**src/pkg/wait_decode_pkg.sv**
```systemverilog
// Constants shared by the instruction decoder and its wait table store.
// Assumes a 16-bit instruction word and one microcore per instance.
package wait_decode_pkg;

  ////////////////////////////////////////////////////////////////////////////
  // Instruction fields.
  localparam int INSTR_W = 16;
  localparam int OP_HI = 15;
  localparam int OP_LO = 14;
  localparam logic [1:0] OP_CWER = 2'h3;
  localparam logic [1:0] OP_DFSCT = 2'h2;
  localparam logic [1:0] DFSCT_TAIL = 2'h3;
  localparam int DEST_HI = 13;
  localparam int DEST_LO = 9;
  localparam int ROW_HI = 8;
  localparam int ROW_LO = 6;
  localparam int COND_HI = 5;
  localparam int COND_LO = 0;
  localparam int DEST_W = 5;
  localparam int ROW_W = 3;
  localparam int COND_W = 6;
  localparam logic [13:0] DFCSCT_CODE = 14'h0D5E;
  localparam int SLOT1_LO = 10;
  localparam int SLOT2_LO = 6;
  localparam int SLOT3_LO = 2;
  localparam int SEL_W = 4;
  localparam int ROUTE_W = 2;

  ////////////////////////////////////////////////////////////////////////////
  // Wait table and pre-driver sizes.
  localparam int ROWS = 5;
  localparam logic [2:0] ROW_LAST = 3'h4;
  localparam int SLOTS = 3;
  localparam int HS_N = 5;
  localparam int LS_N = 7;
  localparam int PD_N = 12;
  localparam logic [3:0] SEL_UNDEF = 4'hC;
  localparam logic [3:0] SEL_LS_BASE = 4'h5;

  ////////////////////////////////////////////////////////////////////////////
  // Condition codes.
  localparam logic [5:0] COND_FLAG_HIGH = 6'h10;
  localparam logic [5:0] COND_TC = 6'h20;
  localparam logic [5:0] COND_START_LOW = 6'h24;
  localparam logic [5:0] COND_START_HIGH = 6'h25;
  localparam logic [5:0] COND_DS_LOW = 6'h26;
  localparam logic [5:0] COND_SRC_LOW = 6'h29;
  localparam logic [5:0] COND_DS_HIGH = 6'h2C;
  localparam logic [5:0] COND_ALU_DONE = 6'h2F;
  localparam logic [5:0] COND_BOOST_HIGH = 6'h30;
  localparam logic [5:0] COND_BOOST_LOW = 6'h31;
  localparam logic [5:0] COND_CUR_HIGH = 6'h32;
  localparam logic [5:0] COND_CUR_LOW = 6'h38;
  localparam logic [5:0] COND_OWN_HIGH = 6'h3E;
  localparam logic [5:0] COND_OWN_LOW = 6'h3F;
  localparam int CUR_N = 6;

  ////////////////////////////////////////////////////////////////////////////
  // Reset defaults, two route bits or one slot nibble per instance in the order core 0 channel 1,
  // core 1 channel 1, core 0 channel 2, core 1 channel 2.
  localparam logic [7:0] ROUTE_DEFAULTS = 8'hE4;
  localparam logic [15:0] SLOT1_DEFAULTS = 16'h3210;
  localparam logic [15:0] SLOT2_DEFAULTS = 16'h8765;
  localparam logic [15:0] SLOT3_DEFAULTS = 16'h4BA9;

  ////////////////////////////////////////////////////////////////////////////
  // APB register map.
  localparam logic [11:0] ADDR_ROUTE = 12'h000;
  localparam logic [11:0] ADDR_OUT_MAP = 12'h004;
  localparam logic [11:0] ADDR_WAIT_STAT = 12'h008;

  typedef enum logic [1:0] {
    st_idle = 2'b00,
    st_wait = 2'b01,
    st_jump = 2'b11
  } wait_state_t;

endpackage

```
**src/rtl/wait_table_store.sv**
```systemverilog
// Five-row wait table: condition code and destination per row.
// Assumes the decoder delivers one write per cycle with a legal row number.
`timescale 1ns/10ps
`default_nettype none
module wait_table_store #(
  parameter int ADDR_W = 10
) (
  // Clock and reset.
  input wire logic sys_clk,
  input wire logic resetn,
  // Write port.
  input wire logic wr_en,
  input wire logic [wait_decode_pkg::ROW_W-1:0] wr_row,
  input wire logic [wait_decode_pkg::COND_W-1:0] wr_cond,
  input wire logic [ADDR_W-1:0] wr_dest,
  // All rows at once, for parallel evaluation.
  output logic [wait_decode_pkg::ROWS*wait_decode_pkg::COND_W-1:0] row_cond,
  output logic [wait_decode_pkg::ROWS*ADDR_W-1:0] row_dest
);
  import wait_decode_pkg::*;

  logic [COND_W-1:0] cond_ff [ROWS];
  logic [ADDR_W-1:0] dest_ff [ROWS];

  //////////////////////////////////////////////////////////////////////////////
  // Every row is read every cycle, so the store is flops, not a RAM macro.
  for (genvar r = 0; r < ROWS; r++) begin : g_row
    always_ff @(posedge sys_clk or negedge resetn) begin
      if (!resetn) begin
        cond_ff[r] <= '0;
        dest_ff[r] <= '0;
      end else if (wr_en && wr_row == ROW_W'(r)) begin
        cond_ff[r] <= wr_cond;
        dest_ff[r] <= wr_dest;
      end
    end
    assign row_cond[r*COND_W +: COND_W] = cond_ff[r];
    assign row_dest[r*ADDR_W +: ADDR_W] = dest_ff[r];
  end

endmodule
`default_nettype wire

```
**src/rtl/wait_shortcut_decode.sv**
```systemverilog
// Decoder for wait-table load, current shortcut and output shortcut.
// Assumes instructions and flags arrive on sys_clk; pin feedback is async.
//
// Chosen here: the address map and the APB register port.
`timescale 1ns/10ps
`default_nettype none
// Functional notes
// RL1: Relative entry offset is five bits, signed, minus sixteen to fifteen.
// RL2: Codes 0-15 test flags low, codes 16-31 test flags high.
// RL3: Codes 32-35 test terminal counts; 36 and 37 test start low/high.
// RL4: Codes 38-40 drain-source low, 41-43 source low, 44-46 drain-source high.
// RL5: Code 47 is true once the arithmetic unit request has completed.
// RL6: Codes 48/49 boost high/low; 50-55 comparators high; 56-61 low.
// RL7: Codes 62 and 63 test the own selected comparator high and low.
// RL8: Row field codes 0 to 4 address rows one to five; others ignored.
// RL9: Current shortcut routes own feedback to the chosen measurement block.
// RL10: Route field 0..3 selects measurement block one, two, three, four low.
// RL11: Route reset default depends on core and channel of this instance.
// RL12: Output shortcut assigns three slots each to one pre-driver.
// RL13: Slot drive goes to the mapped high-side or low-side gate pin.
// RL14: Selector 0-4 high-side, 5-11 low-side, 12 undefined.
// RL15: Slot reset defaults depend on core and channel of this instance.
// RL16: Table holds five rows, all evaluated at the same time.
// RL17: While waiting, a true enabled row jumps to its stored destination.
// RL18: Relative destination equals loading instruction address plus offset.
// RL19: Relative entry has bits 15:14 set; offset, row, condition follow.
// RL20: Output shortcut has 15:14 equal 10, 1:0 equal 11, selectors 13:2.
module wait_shortcut_decode #(
  parameter int ADDR_W = 10,
  parameter int CORE_SEL = 0,
  parameter int CHANNEL_SEL = 1
) (
  // Clock and reset.
  input wire logic sys_clk,
  input wire logic resetn,
  // Fetched instruction.
  input wire logic instr_valid,
  input wire logic [wait_decode_pkg::INSTR_W-1:0] instr_word,
  input wire logic [ADDR_W-1:0] instr_pc,
  // Wait control.
  input wire logic wait_start,
  input wire logic [wait_decode_pkg::ROWS-1:0] row_enable,
  output logic jump_take,
  output logic [ADDR_W-1:0] jump_target,
  // Same-clock conditions.
  input wire logic [15:0] flags,
  input wire logic [3:0] terminal_count,
  input wire logic alu_done,
  // Pin conditions, synchronised inside.
  input wire logic start_pin,
  input wire logic boost_level_flag,
  input wire logic [wait_decode_pkg::CUR_N-1:0] current_cmp,
  input wire logic [wait_decode_pkg::HS_N-1:0] hs_ds_fb,
  input wire logic [wait_decode_pkg::HS_N-1:0] hs_src_fb,
  input wire logic [wait_decode_pkg::LS_N-1:0] ls_ds_fb,
  // Logical slot drive, physical gate outputs and measurement route field.
  input wire logic [wait_decode_pkg::SLOTS-1:0] slot_drive,
  output logic [wait_decode_pkg::HS_N-1:0] high_side_gate,
  output logic [wait_decode_pkg::LS_N-1:0] low_side_gate,
  output logic [wait_decode_pkg::ROUTE_W-1:0] measure_route_field,
  // APB slave.
  input wire logic [11:0] paddr,
  input wire logic psel,
  input wire logic penable,
  input wire logic pwrite,
  input wire logic [31:0] pwdata,
  output logic [31:0] prdata,
  output logic pready,
  output logic pslverr
);
  import wait_decode_pkg::*;

  localparam int INST_IDX = (CHANNEL_SEL - 1) * 2 + CORE_SEL;
  localparam int SYNC_W = 1 + 1 + CUR_N + HS_N + HS_N + LS_N;
  localparam logic [ROUTE_W-1:0] ROUTE_DEFAULT =
    ROUTE_DEFAULTS[INST_IDX*ROUTE_W +: ROUTE_W];
  localparam logic [SEL_W-1:0] SLOT1_DEFAULT =
    SLOT1_DEFAULTS[INST_IDX*SEL_W +: SEL_W];
  localparam logic [SEL_W-1:0] SLOT2_DEFAULT =
    SLOT2_DEFAULTS[INST_IDX*SEL_W +: SEL_W];
  localparam logic [SEL_W-1:0] SLOT3_DEFAULT =
    SLOT3_DEFAULTS[INST_IDX*SEL_W +: SEL_W];

  if (CORE_SEL < 0 || CORE_SEL > 1 || CHANNEL_SEL < 1 ||
      CHANNEL_SEL > 2) begin : g_bad_instance
    $error("CORE_SEL must be 0 or 1 and CHANNEL_SEL 1 or 2.");
  end
  if (ADDR_W < DEST_W || ADDR_W > 16) begin : g_bad_addr_w
    $error("ADDR_W must lie between the offset width and 16.");
  end

  //////////////////////////////////////////////////////////////////////////////
  // Pin synchronisers. Stage one is read only by stage two.
  logic [SYNC_W-1:0] pin_meta_ff;
  logic [SYNC_W-1:0] pin_sync_ff;
  logic start_s;
  logic boost_s;
  logic [CUR_N-1:0] cur_s;
  logic [HS_N-1:0] hs_ds_s;
  logic [HS_N-1:0] hs_src_s;
  logic [LS_N-1:0] ls_ds_s;

  always_ff @(posedge sys_clk or negedge resetn) begin
    if (!resetn) begin
      pin_meta_ff <= '0;
      pin_sync_ff <= '0;
    end else begin
      pin_meta_ff <= {start_pin, boost_level_flag, current_cmp, hs_ds_fb,
                      hs_src_fb, ls_ds_fb};
      pin_sync_ff <= pin_meta_ff;
    end
  end
  assign {start_s, boost_s, cur_s, hs_ds_s, hs_src_s, ls_ds_s} = pin_sync_ff;

  //////////////////////////////////////////////////////////////////////////////
  // Instruction decode.
  logic is_cwer;
  logic is_dfcsct;
  logic is_dfsct;
  logic row_ok;
  logic [ROW_W-1:0] cwer_row;
  logic [DEST_W-1:0] cwer_offset;
  logic [ADDR_W-1:0] nxt_dest;

  assign is_cwer = instr_valid &&
    instr_word[OP_HI:OP_LO] == OP_CWER; // [RL19]
  assign is_dfsct = instr_valid && instr_word[OP_HI:OP_LO] == OP_DFSCT &&
    instr_word[1:0] == DFSCT_TAIL; // [RL20]
  assign is_dfcsct = instr_valid &&
    instr_word[INSTR_W-1:ROUTE_W] == DFCSCT_CODE;
  assign cwer_row = instr_word[ROW_HI:ROW_LO];
  assign cwer_offset = instr_word[DEST_HI:DEST_LO];
  // Rows past the fifth are not defined, so such a load changes nothing.
  assign row_ok = cwer_row <= ROW_LAST; // [RL8]
  // The offset is sign-extended and added to the loading address.
  assign nxt_dest = instr_pc + ADDR_W'($signed(cwer_offset)); // [RL1] [RL18]

  logic [ROWS*COND_W-1:0] row_cond;
  logic [ROWS*ADDR_W-1:0] row_dest;

  wait_table_store #(
    .ADDR_W(ADDR_W)
  ) u_table (
    .sys_clk(sys_clk),
    .resetn(resetn),
    .wr_en(is_cwer && row_ok),
    .wr_row(cwer_row),
    .wr_cond(instr_word[COND_HI:COND_LO]),
    .wr_dest(nxt_dest),
    .row_cond(row_cond),
    .row_dest(row_dest)
  ); // [RL16]

  //////////////////////////////////////////////////////////////////////////////
  // Shortcut registers. An instruction in the same cycle as a bus write wins.
  logic [ROUTE_W-1:0] measure_route_ff;
  logic [SEL_W-1:0] slot_sel_ff [SLOTS];
  logic bus_wr;

  assign bus_wr = psel && penable && pwrite;

  always_ff @(posedge sys_clk or negedge resetn) begin
    if (!resetn) begin
      measure_route_ff <= ROUTE_DEFAULT; // [RL11]
    end else if (is_dfcsct) begin
      measure_route_ff <= instr_word[ROUTE_W-1:0]; // [RL10]
    end else if (bus_wr && paddr == ADDR_ROUTE) begin
      measure_route_ff <= pwdata[ROUTE_W-1:0];
    end
  end

  always_ff @(posedge sys_clk or negedge resetn) begin
    if (!resetn) begin
      slot_sel_ff[0] <= SLOT1_DEFAULT; // [RL15]
      slot_sel_ff[1] <= SLOT2_DEFAULT;
      slot_sel_ff[2] <= SLOT3_DEFAULT;
    end else if (is_dfsct) begin
      slot_sel_ff[0] <= instr_word[SLOT1_LO +: SEL_W]; // [RL12]
      slot_sel_ff[1] <= instr_word[SLOT2_LO +: SEL_W];
      slot_sel_ff[2] <= instr_word[SLOT3_LO +: SEL_W];
    end else if (bus_wr && paddr == ADDR_OUT_MAP) begin
      slot_sel_ff[0] <= pwdata[SLOT1_LO +: SEL_W];
      slot_sel_ff[1] <= pwdata[SLOT2_LO +: SEL_W];
      slot_sel_ff[2] <= pwdata[SLOT3_LO +: SEL_W];
    end
  end
  assign measure_route_field = measure_route_ff;

  //////////////////////////////////////////////////////////////////////////////
  // Shortcut mapping to gate pins and back from feedback pins.
  logic [PD_N-1:0] pd_ds_s;
  logic [PD_N-1:0] pd_src_s;
  logic [PD_N-1:0] gate_nxt;
  logic [PD_N-1:0] gate_ff;
  logic [SLOTS-1:0] slot_ds_fb;
  logic [SLOTS-1:0] slot_src_fb;

  // Low sides have no source feedback; they read as low.
  assign pd_ds_s = {ls_ds_s, hs_ds_s};
  assign pd_src_s = {{LS_N{1'b0}}, hs_src_s};

  for (genvar p = 0; p < PD_N; p++) begin : g_gate
    always_comb begin
      gate_nxt[p] = 1'b0;
      for (int s = 0; s < SLOTS; s++) begin
        if (slot_sel_ff[s] == SEL_W'(p) && slot_drive[s])
          gate_nxt[p] = 1'b1; // [RL13] [RL14]
      end
    end
  end

  for (genvar s = 0; s < SLOTS; s++) begin : g_slot_fb
    // An undefined selector drives nothing and feeds back low.
    assign slot_ds_fb[s] = slot_sel_ff[s] < SEL_UNDEF &&
      pd_ds_s[slot_sel_ff[s]]; // [RL14]
    assign slot_src_fb[s] = slot_sel_ff[s] < SEL_UNDEF &&
      pd_src_s[slot_sel_ff[s]];
  end

  always_ff @(posedge sys_clk or negedge resetn) begin
    if (!resetn) begin
      gate_ff <= '0;
    end else begin
      gate_ff <= gate_nxt; // [RL13]
    end
  end
  assign high_side_gate = gate_ff[HS_N-1:0];
  assign low_side_gate = gate_ff[PD_N-1:SEL_LS_BASE];

  //////////////////////////////////////////////////////////////////////////////
  // Condition evaluation, one evaluator per row.
  logic own_cur;
  logic [ROWS-1:0] row_true;

  // The own comparator follows the current shortcut of this core.
  assign own_cur = cur_s[measure_route_ff]; // [RL9]

  function automatic logic eval_cond(input logic [COND_W-1:0] c);
    logic [COND_W-1:0] d;
    d = '0;
    eval_cond = 1'b0;
    if (c < COND_FLAG_HIGH) begin
      eval_cond = !flags[c[3:0]]; // [RL2]
    end else if (c < COND_TC) begin
      eval_cond = flags[c[3:0]]; // [RL2]
    end else if (c < COND_START_LOW) begin
      eval_cond = terminal_count[c[1:0]]; // [RL3]
    end else if (c == COND_START_LOW) begin
      eval_cond = !start_s; // [RL3]
    end else if (c == COND_START_HIGH) begin
      eval_cond = start_s;
    end else if (c < COND_SRC_LOW) begin
      d = c - COND_DS_LOW;
      eval_cond = !slot_ds_fb[d[1:0]]; // [RL4]
    end else if (c < COND_DS_HIGH) begin
      d = c - COND_SRC_LOW;
      eval_cond = !slot_src_fb[d[1:0]]; // [RL4]
    end else if (c < COND_ALU_DONE) begin
      d = c - COND_DS_HIGH;
      eval_cond = slot_ds_fb[d[1:0]]; // [RL4]
    end else if (c == COND_ALU_DONE) begin
      eval_cond = alu_done; // [RL5]
    end else if (c == COND_BOOST_HIGH) begin
      eval_cond = boost_s; // [RL6]
    end else if (c == COND_BOOST_LOW) begin
      eval_cond = !boost_s;
    end else if (c < COND_CUR_LOW) begin
      d = c - COND_CUR_HIGH;
      eval_cond = cur_s[d[2:0]]; // [RL6]
    end else if (c < COND_OWN_HIGH) begin
      d = c - COND_CUR_LOW;
      eval_cond = !cur_s[d[2:0]]; // [RL6]
    end else if (c == COND_OWN_HIGH) begin
      eval_cond = own_cur; // [RL7]
    end else begin
      eval_cond = !own_cur; // [RL7]
    end
  endfunction

  // A process, not an assign: the evaluator reads condition inputs that are
  // not its arguments, and only a process wakes up when those change.
  for (genvar r = 0; r < ROWS; r++) begin : g_eval
    always_comb begin
      row_true[r] = row_enable[r] &&
        eval_cond(row_cond[r*COND_W +: COND_W]); // [RL16]
    end
  end

  //////////////////////////////////////////////////////////////////////////////
  // Wait sequencing. The lowest-numbered true row wins a tie.
  wait_state_t state_ff;
  wait_state_t nxt_state;
  logic [ADDR_W-1:0] hit_dest;
  logic [ADDR_W-1:0] jump_target_ff;

  always_comb begin
    hit_dest = '0;
    for (int r = ROWS - 1; r >= 0; r--) begin
      if (row_true[r])
        hit_dest = row_dest[r*ADDR_W +: ADDR_W];
    end
  end

  always_comb begin
    nxt_state = state_ff;
    case (state_ff)
      st_idle: if (wait_start) nxt_state = st_wait;
      st_wait: if (|row_true) nxt_state = st_jump; // [RL17]
      st_jump: nxt_state = st_idle;
      default: nxt_state = st_idle;
    endcase
  end

  always_ff @(posedge sys_clk or negedge resetn) begin
    if (!resetn) begin
      state_ff <= st_idle;
    end else begin
      state_ff <= nxt_state;
    end
  end

  always_ff @(posedge sys_clk or negedge resetn) begin
    if (!resetn) begin
      jump_target_ff <= '0;
    end else if (state_ff == st_wait && |row_true) begin
      jump_target_ff <= hit_dest; // [RL17]
    end
  end
  assign jump_take = state_ff == st_jump;
  assign jump_target = jump_target_ff;

  //////////////////////////////////////////////////////////////////////////////
  // APB slave. Zero wait states; unmapped addresses answer with an error.
  logic addr_hit;
  logic [31:0] rd_mux;

  assign addr_hit = paddr == ADDR_ROUTE || paddr == ADDR_OUT_MAP ||
    paddr == ADDR_WAIT_STAT;
  assign pready = 1'b1;
  assign pslverr = psel && penable && !addr_hit;

  always_comb begin
    rd_mux = '0;
    case (paddr)
      ADDR_ROUTE: rd_mux[ROUTE_W-1:0] = measure_route_ff;
      ADDR_OUT_MAP: rd_mux[SLOT3_LO +: SEL_W*SLOTS] =
        {slot_sel_ff[0], slot_sel_ff[1], slot_sel_ff[2]};
      ADDR_WAIT_STAT: rd_mux = {{(32-ROWS-2-16){1'b0}}, row_true, state_ff,
        16'(jump_target_ff)};
      default: rd_mux = '0;
    endcase
  end

  always_ff @(posedge sys_clk or negedge resetn) begin
    if (!resetn) begin
      prdata <= '0;
    end else if (psel && !penable && !pwrite) begin
      prdata <= rd_mux;
    end
  end

  //////////////////////////////////////////////////////////////////////////////
  // Checks.
  a_cwer_dest_load: assert property (@(posedge sys_clk) disable iff (!resetn)
    is_cwer && cwer_row == ROW_W'(0) |=> // [RL18]
      row_dest[ADDR_W-1:0] ==
      $past(instr_pc) + ADDR_W'($signed($past(cwer_offset))))
    else $error("Row one destination is not address plus offset.");

  a_bad_row_keep: assert property (@(posedge sys_clk) disable iff (!resetn)
    is_cwer && !row_ok |=> $stable(row_dest) && $stable(row_cond)) // [RL8]
    else $error("A load to an undefined row changed the table.");

  a_route_load: assert property (@(posedge sys_clk) disable iff (!resetn)
    is_dfcsct |=> measure_route_ff == $past(instr_word[1:0])) // [RL10]
    else $error("Current shortcut did not take the instruction field.");

  a_slot_load: assert property (@(posedge sys_clk) disable iff (!resetn)
    is_dfsct |=> slot_sel_ff[2] == $past(instr_word[5:2]) && // [RL12]
      slot_sel_ff[0] == $past(instr_word[13:10]))
    else $error("Output shortcut slots did not take the selectors.");

  a_route_default: assert property (@(posedge sys_clk)
    $rose(resetn) |-> measure_route_ff == ROUTE_DEFAULT && // [RL11]
      slot_sel_ff[2] == SLOT3_DEFAULT)
    else $error("Shortcut defaults are wrong after reset.");

  a_gate_map: assert property (@(posedge sys_clk) disable iff (!resetn)
    slot_drive[0] && slot_sel_ff[0] == SEL_LS_BASE ##1 // [RL14]
      $stable(slot_sel_ff[0]) |-> low_side_gate[0])
    else $error("Slot one drive did not reach low side one.");

  a_undef_quiet: assert property (@(posedge sys_clk) disable iff (!resetn)
    slot_sel_ff[0] == SEL_UNDEF && slot_sel_ff[1] == SEL_UNDEF && // [RL13]
      slot_sel_ff[2] == SEL_UNDEF ##1 $stable(slot_sel_ff[1]) |->
      gate_ff == '0)
    else $error("An undefined shortcut drove a gate.");

  a_jump_hit: assert property (@(posedge sys_clk) disable iff (!resetn)
    state_ff == st_wait && |row_true |=> // [RL17]
      jump_take && jump_target == $past(hit_dest) ##1 !jump_take)
    else $error("A true row did not jump to its destination.");

  a_no_false_jump: assert property (@(posedge sys_clk) disable iff (!resetn)
    state_ff == st_wait && row_true == '0 |=> !jump_take) // [RL16]
    else $error("Jump taken with no true row.");

endmodule
`default_nettype wire

```
**config.mk**
```make
export PLATFORM = sky130hd
export DESIGN_NAME = wait_shortcut_decode
export DESIGN_NICKNAME = d
export VERILOG_FILES = /design/src/pkg/wait_decode_pkg.sv /design/src/rtl/wait_table_store.sv /design/src/rtl/wait_shortcut_decode.sv
export SDC_FILE = /design/constraint.sdc
export NUM_CORES = 1
export LEC_CHECK = 0
export BUFFER_PORTS_ARGS = -buffer_cell sky130_fd_sc_hd__clkbuf_2
export CAP_MARGIN = 20
export CORE_MARGIN = 2
export CORE_UTILIZATION = 52
export DETAILED_ROUTE_END_ITERATION = 8
export PLACE_DENSITY = 0.83
export SLEW_MARGIN = 0
export SYNTH_ARGS = -nofsm -noshare
export SYNTH_HDL_FRONTEND = slang
export SYNTH_SLANG_ARGS = --single-unit
```
**constraint.sdc**
```tcl
create_clock -name sys_clk -period 3.3 [get_ports sys_clk]
set_clock_uncertainty 0.15 [all_clocks]
set_input_delay 0.495 -clock sys_clk [delete_from_list [all_inputs] [get_ports sys_clk]]
set_output_delay 0.495 -clock sys_clk [all_outputs]
set_load 0.005 [all_outputs]
```
==> run metrics <==
FF-to-FF Start slot_sel_ff[0]$_DFFE_PN1P_; Routed Antenna Nets 0; CP max stage cell dfstp_2; PortBufs 159; CP endpoint jump_target[6]$_DFFE_PN0P_; top cells by area, synth dfrtp_1 40%, mux4_2 8.6%, mux2_2 7.1%, mux2i_1 3.7%, ha_1 3.7%; RSZ-0062 raised after global routing yes; run status finished with violations; via count 10,100; Reg clk slew, reported paths 80 ps; actual slew at the worst max-slew pin 826 ps; DRT Wirelength 34,600 µm; asr flop ratio synth 100%; Setup crit start kind register; Critical Path AT 3610 ps; die area 0.0233 mm²; Layout Utilization 64.0%; number of diodes 0; MaxCap Viol Count 0; top-area cell type share of the netlist area 40.3%; yosys warns 0; Post-synth top flop dfrtp_1; EDFF count, synth 0; final setup vio count 10; number of global-route vias before repair 9,903; critical-path cell list mux4_2 > or2_0 > a32o_2 > mux2_2 > o21ai_2 > o21ai_1 > or3_4 > buf_12 > nand3_1 > o211ai_1 > a221o_1; min Tclk post-route 3440 ps; largest net degree at the start of global routing 87; Starting Density 52.8%; CTS tree yes; Routed WL per cell 21.5 µm; setup slack after layout -144 ps; CP Max Fanout 8; Worst setup startpoint slot_sel_ff[0]$_DFFE_PN1P_; VDD IR-drop max 0.358 mV; P_leak ~0.0063 µW; Post-layout nets 1,482; CP Capture Type register; pre-CTS WS -194 ps; FP Rows 54; CTS Buf Count 17; register area share after synthesis 41.2%; Clk Latency, worst-skew pair 440 ps; first-pass GRT wire length 54,600 µm; Cell Area, Synth 0.0115 mm²; Overall Global Routing Usage ~30%; r2r endpoint jump_target[6]$_DFFE_PN0P_; Avg Vias per Cell between 6 and 7; Rel. slew slack about 45%; Cell variety after synth slightly above 80; Syn Inst Count 1,106; fin. max-slew vios 0; root buffer cell clkbuf_16; reg2reg path depth 11; power density over the cells 643 mW/mm²; TritonRoute pass-1 iters 6; failing checks setup timing; total core area 0.0218 mm²; Die Y 153 µm; final period utilization 104%; share of layout cells above drive strength 1 32.5%; number of synthesized register bits 189; H-Tree Depth 4; Die X-Extent roughly 150 µm; Yosys top cell by area dfrtp_1; Area Growth Syn to Fin 21.2%; Mean Syn Cell Area 10.4 µm²; initial antenna violation count 0; Pwr Total 8950 µW; Sink Count approximately 190; HP Class input port to register; routability cong. 0.947; Slowest Stage Delay on Critical Path 550 ps; dpl hpwl 24,400 µm; Hold Slack 11.6 ps; fmax ~290 MHz; Crit Path Class register to register; setup TNS -886 ps; required time worst endpoint 3470 ps; DRT iter0 DRCs 1,183; worst-case clock buffer depth 2; Fin. Hold Viols 0; GR Overflow Total 0; r2r setup slk -140 ps; num ports 190; DRC errors left 0
registers in the layout, indices dropped and copies added (netlist names):
name,count
pin_meta_ff,25
u_table.row_cond,30
measure_route_field,2
gate_ff,12
prdata,21
slot_sel_ff,12
pin_sync_ff,25
u_table.row_dest,50
jump_target,10
state_ff,2
report_power, final:
part | internal (µW) | switching [µW] | total, µW
registers | 2730 | 492 | 3220
logic | 1730 | 1880 | 3610
clock network | 1040 | 1080 | 2120
routing by layer:
metal	vias up	GRT usage, %	share of wire, %	routed length, µm
li1	4477	-	-	-
met1	4942	40.6	40	13800
met2	617	46.5	46	16100
met3	93	6.88	10	3560
met4	0	9.74	3.4	1170
met5	-	1.04	0	0
cells in the mapped netlist (all sizes together) (11+ instances only):
| master | count |
|---|---|
| xnor2 | 13 |
| mux4 | 44 |
| buf | 39 |
| nor2b | 21 |
| nand2 | 96 |
| inv | 49 |
| mux2 | 72 |
| clkbuf | 50 |
| o21ai | 67 |
| nor3 | 24 |
| ha | 34 |
| mux2i | 43 |
| a221o | 11 |
| a31oi | 23 |
| nand3 | 40 |
| a21oi | 42 |
| nor2 | 68 |
| o211ai | 13 |
| dfrtp | 185 |
area by class of cell:
type	instances	area (µm²)
clock buffers	17	425
clock inverters	15	188
fillers	1696	7840
inverters	49	184
multi-input cells	789	6230
flip-flops and latches	189	4740
well taps	280	350
repair buffers	270	1800
stage by stage:
step / instances / instance area (µm²)
after floorplan: 1116 / 11500
after global placement: 1556 / 13000
after detailed placement: 1556 / 13000
after CTS: 1606 / 13800
after global routing: 1609 / 13900
final: 1609 / 13900
repair_timing:
action / 4_1_cts / 5_1_grt
endpoints found under the setup margin: 11 / 12
buffers inserted: 2 / 1
pin swaps: 1 / 2
cloned: 0 / 1
gates resized for setup: 11 / 11
hold endpoints to repair: 90 / 1
hold buffers: 16 / 1
critical path, delay by kind of cell, from the launching register on:
| family | cells | cell delay [ps] |
|---|---|---|
| buffers and inverters | 1 | 170 |
| muxes | 2 | 780 |
| and+or+nand+nor | 3 | 720 |
| AOI/OAI and AO/OA | 5 | 960 |
| DFF | 1 | 550 |
how the worst min path moves through the flow:
stage	from	endpoint	slack [ps]	cells past startpoint
2_1_floorplan	resetn	gate_ff[0]$_DFF_PN0_	50	0
3_3_place_gp	pin_meta_ff[4]$_DFF_PN0_	pin_sync_ff[4]$_DFF_PN0_	180	0
3_5_place_dp	pin_meta_ff[16]$_DFF_PN0_	pin_sync_ff[16]$_DFF_PN0_	180	0
4_1_cts	start_pin	pin_meta_ff[24]$_DFF_PN0_	1	1
5_1_grt	ls_ds_fb[1]	pin_meta_ff[1]$_DFF_PN0_	-0.6	1
6_report	hs_src_fb[2]	pin_meta_ff[9]$_DFF_PN0_	10	1
logic make-up after synthesis:
kind of cell,count (synthesis),synth area share (%)
buffers and inverters,138,5.53
muxes,159,19.4
DFF,189,41.2
xor gates and xnor gates,20,1.53
other,2,0.0654
adders and majority gates,35,3.88
and+or+nand+nor,313,13.4
AOI/OAI and AO/OA,250,15.0
placed cells by master, fill, tap and decap left out, drive strengths merged, types with 17 or more instances in the layout:
master	instances
dfrtp	185
clkbuf	177
nand2	96
buf	93
mux2	72
nor2	68
o21ai	67
inv	57
mux4	44
mux2i	43
a21oi	42
nand3	40
ha	34
nor3	24
a31oi	23
nor2b	21
dlygate4sd3	17
(Power assumes the default switching activity.)
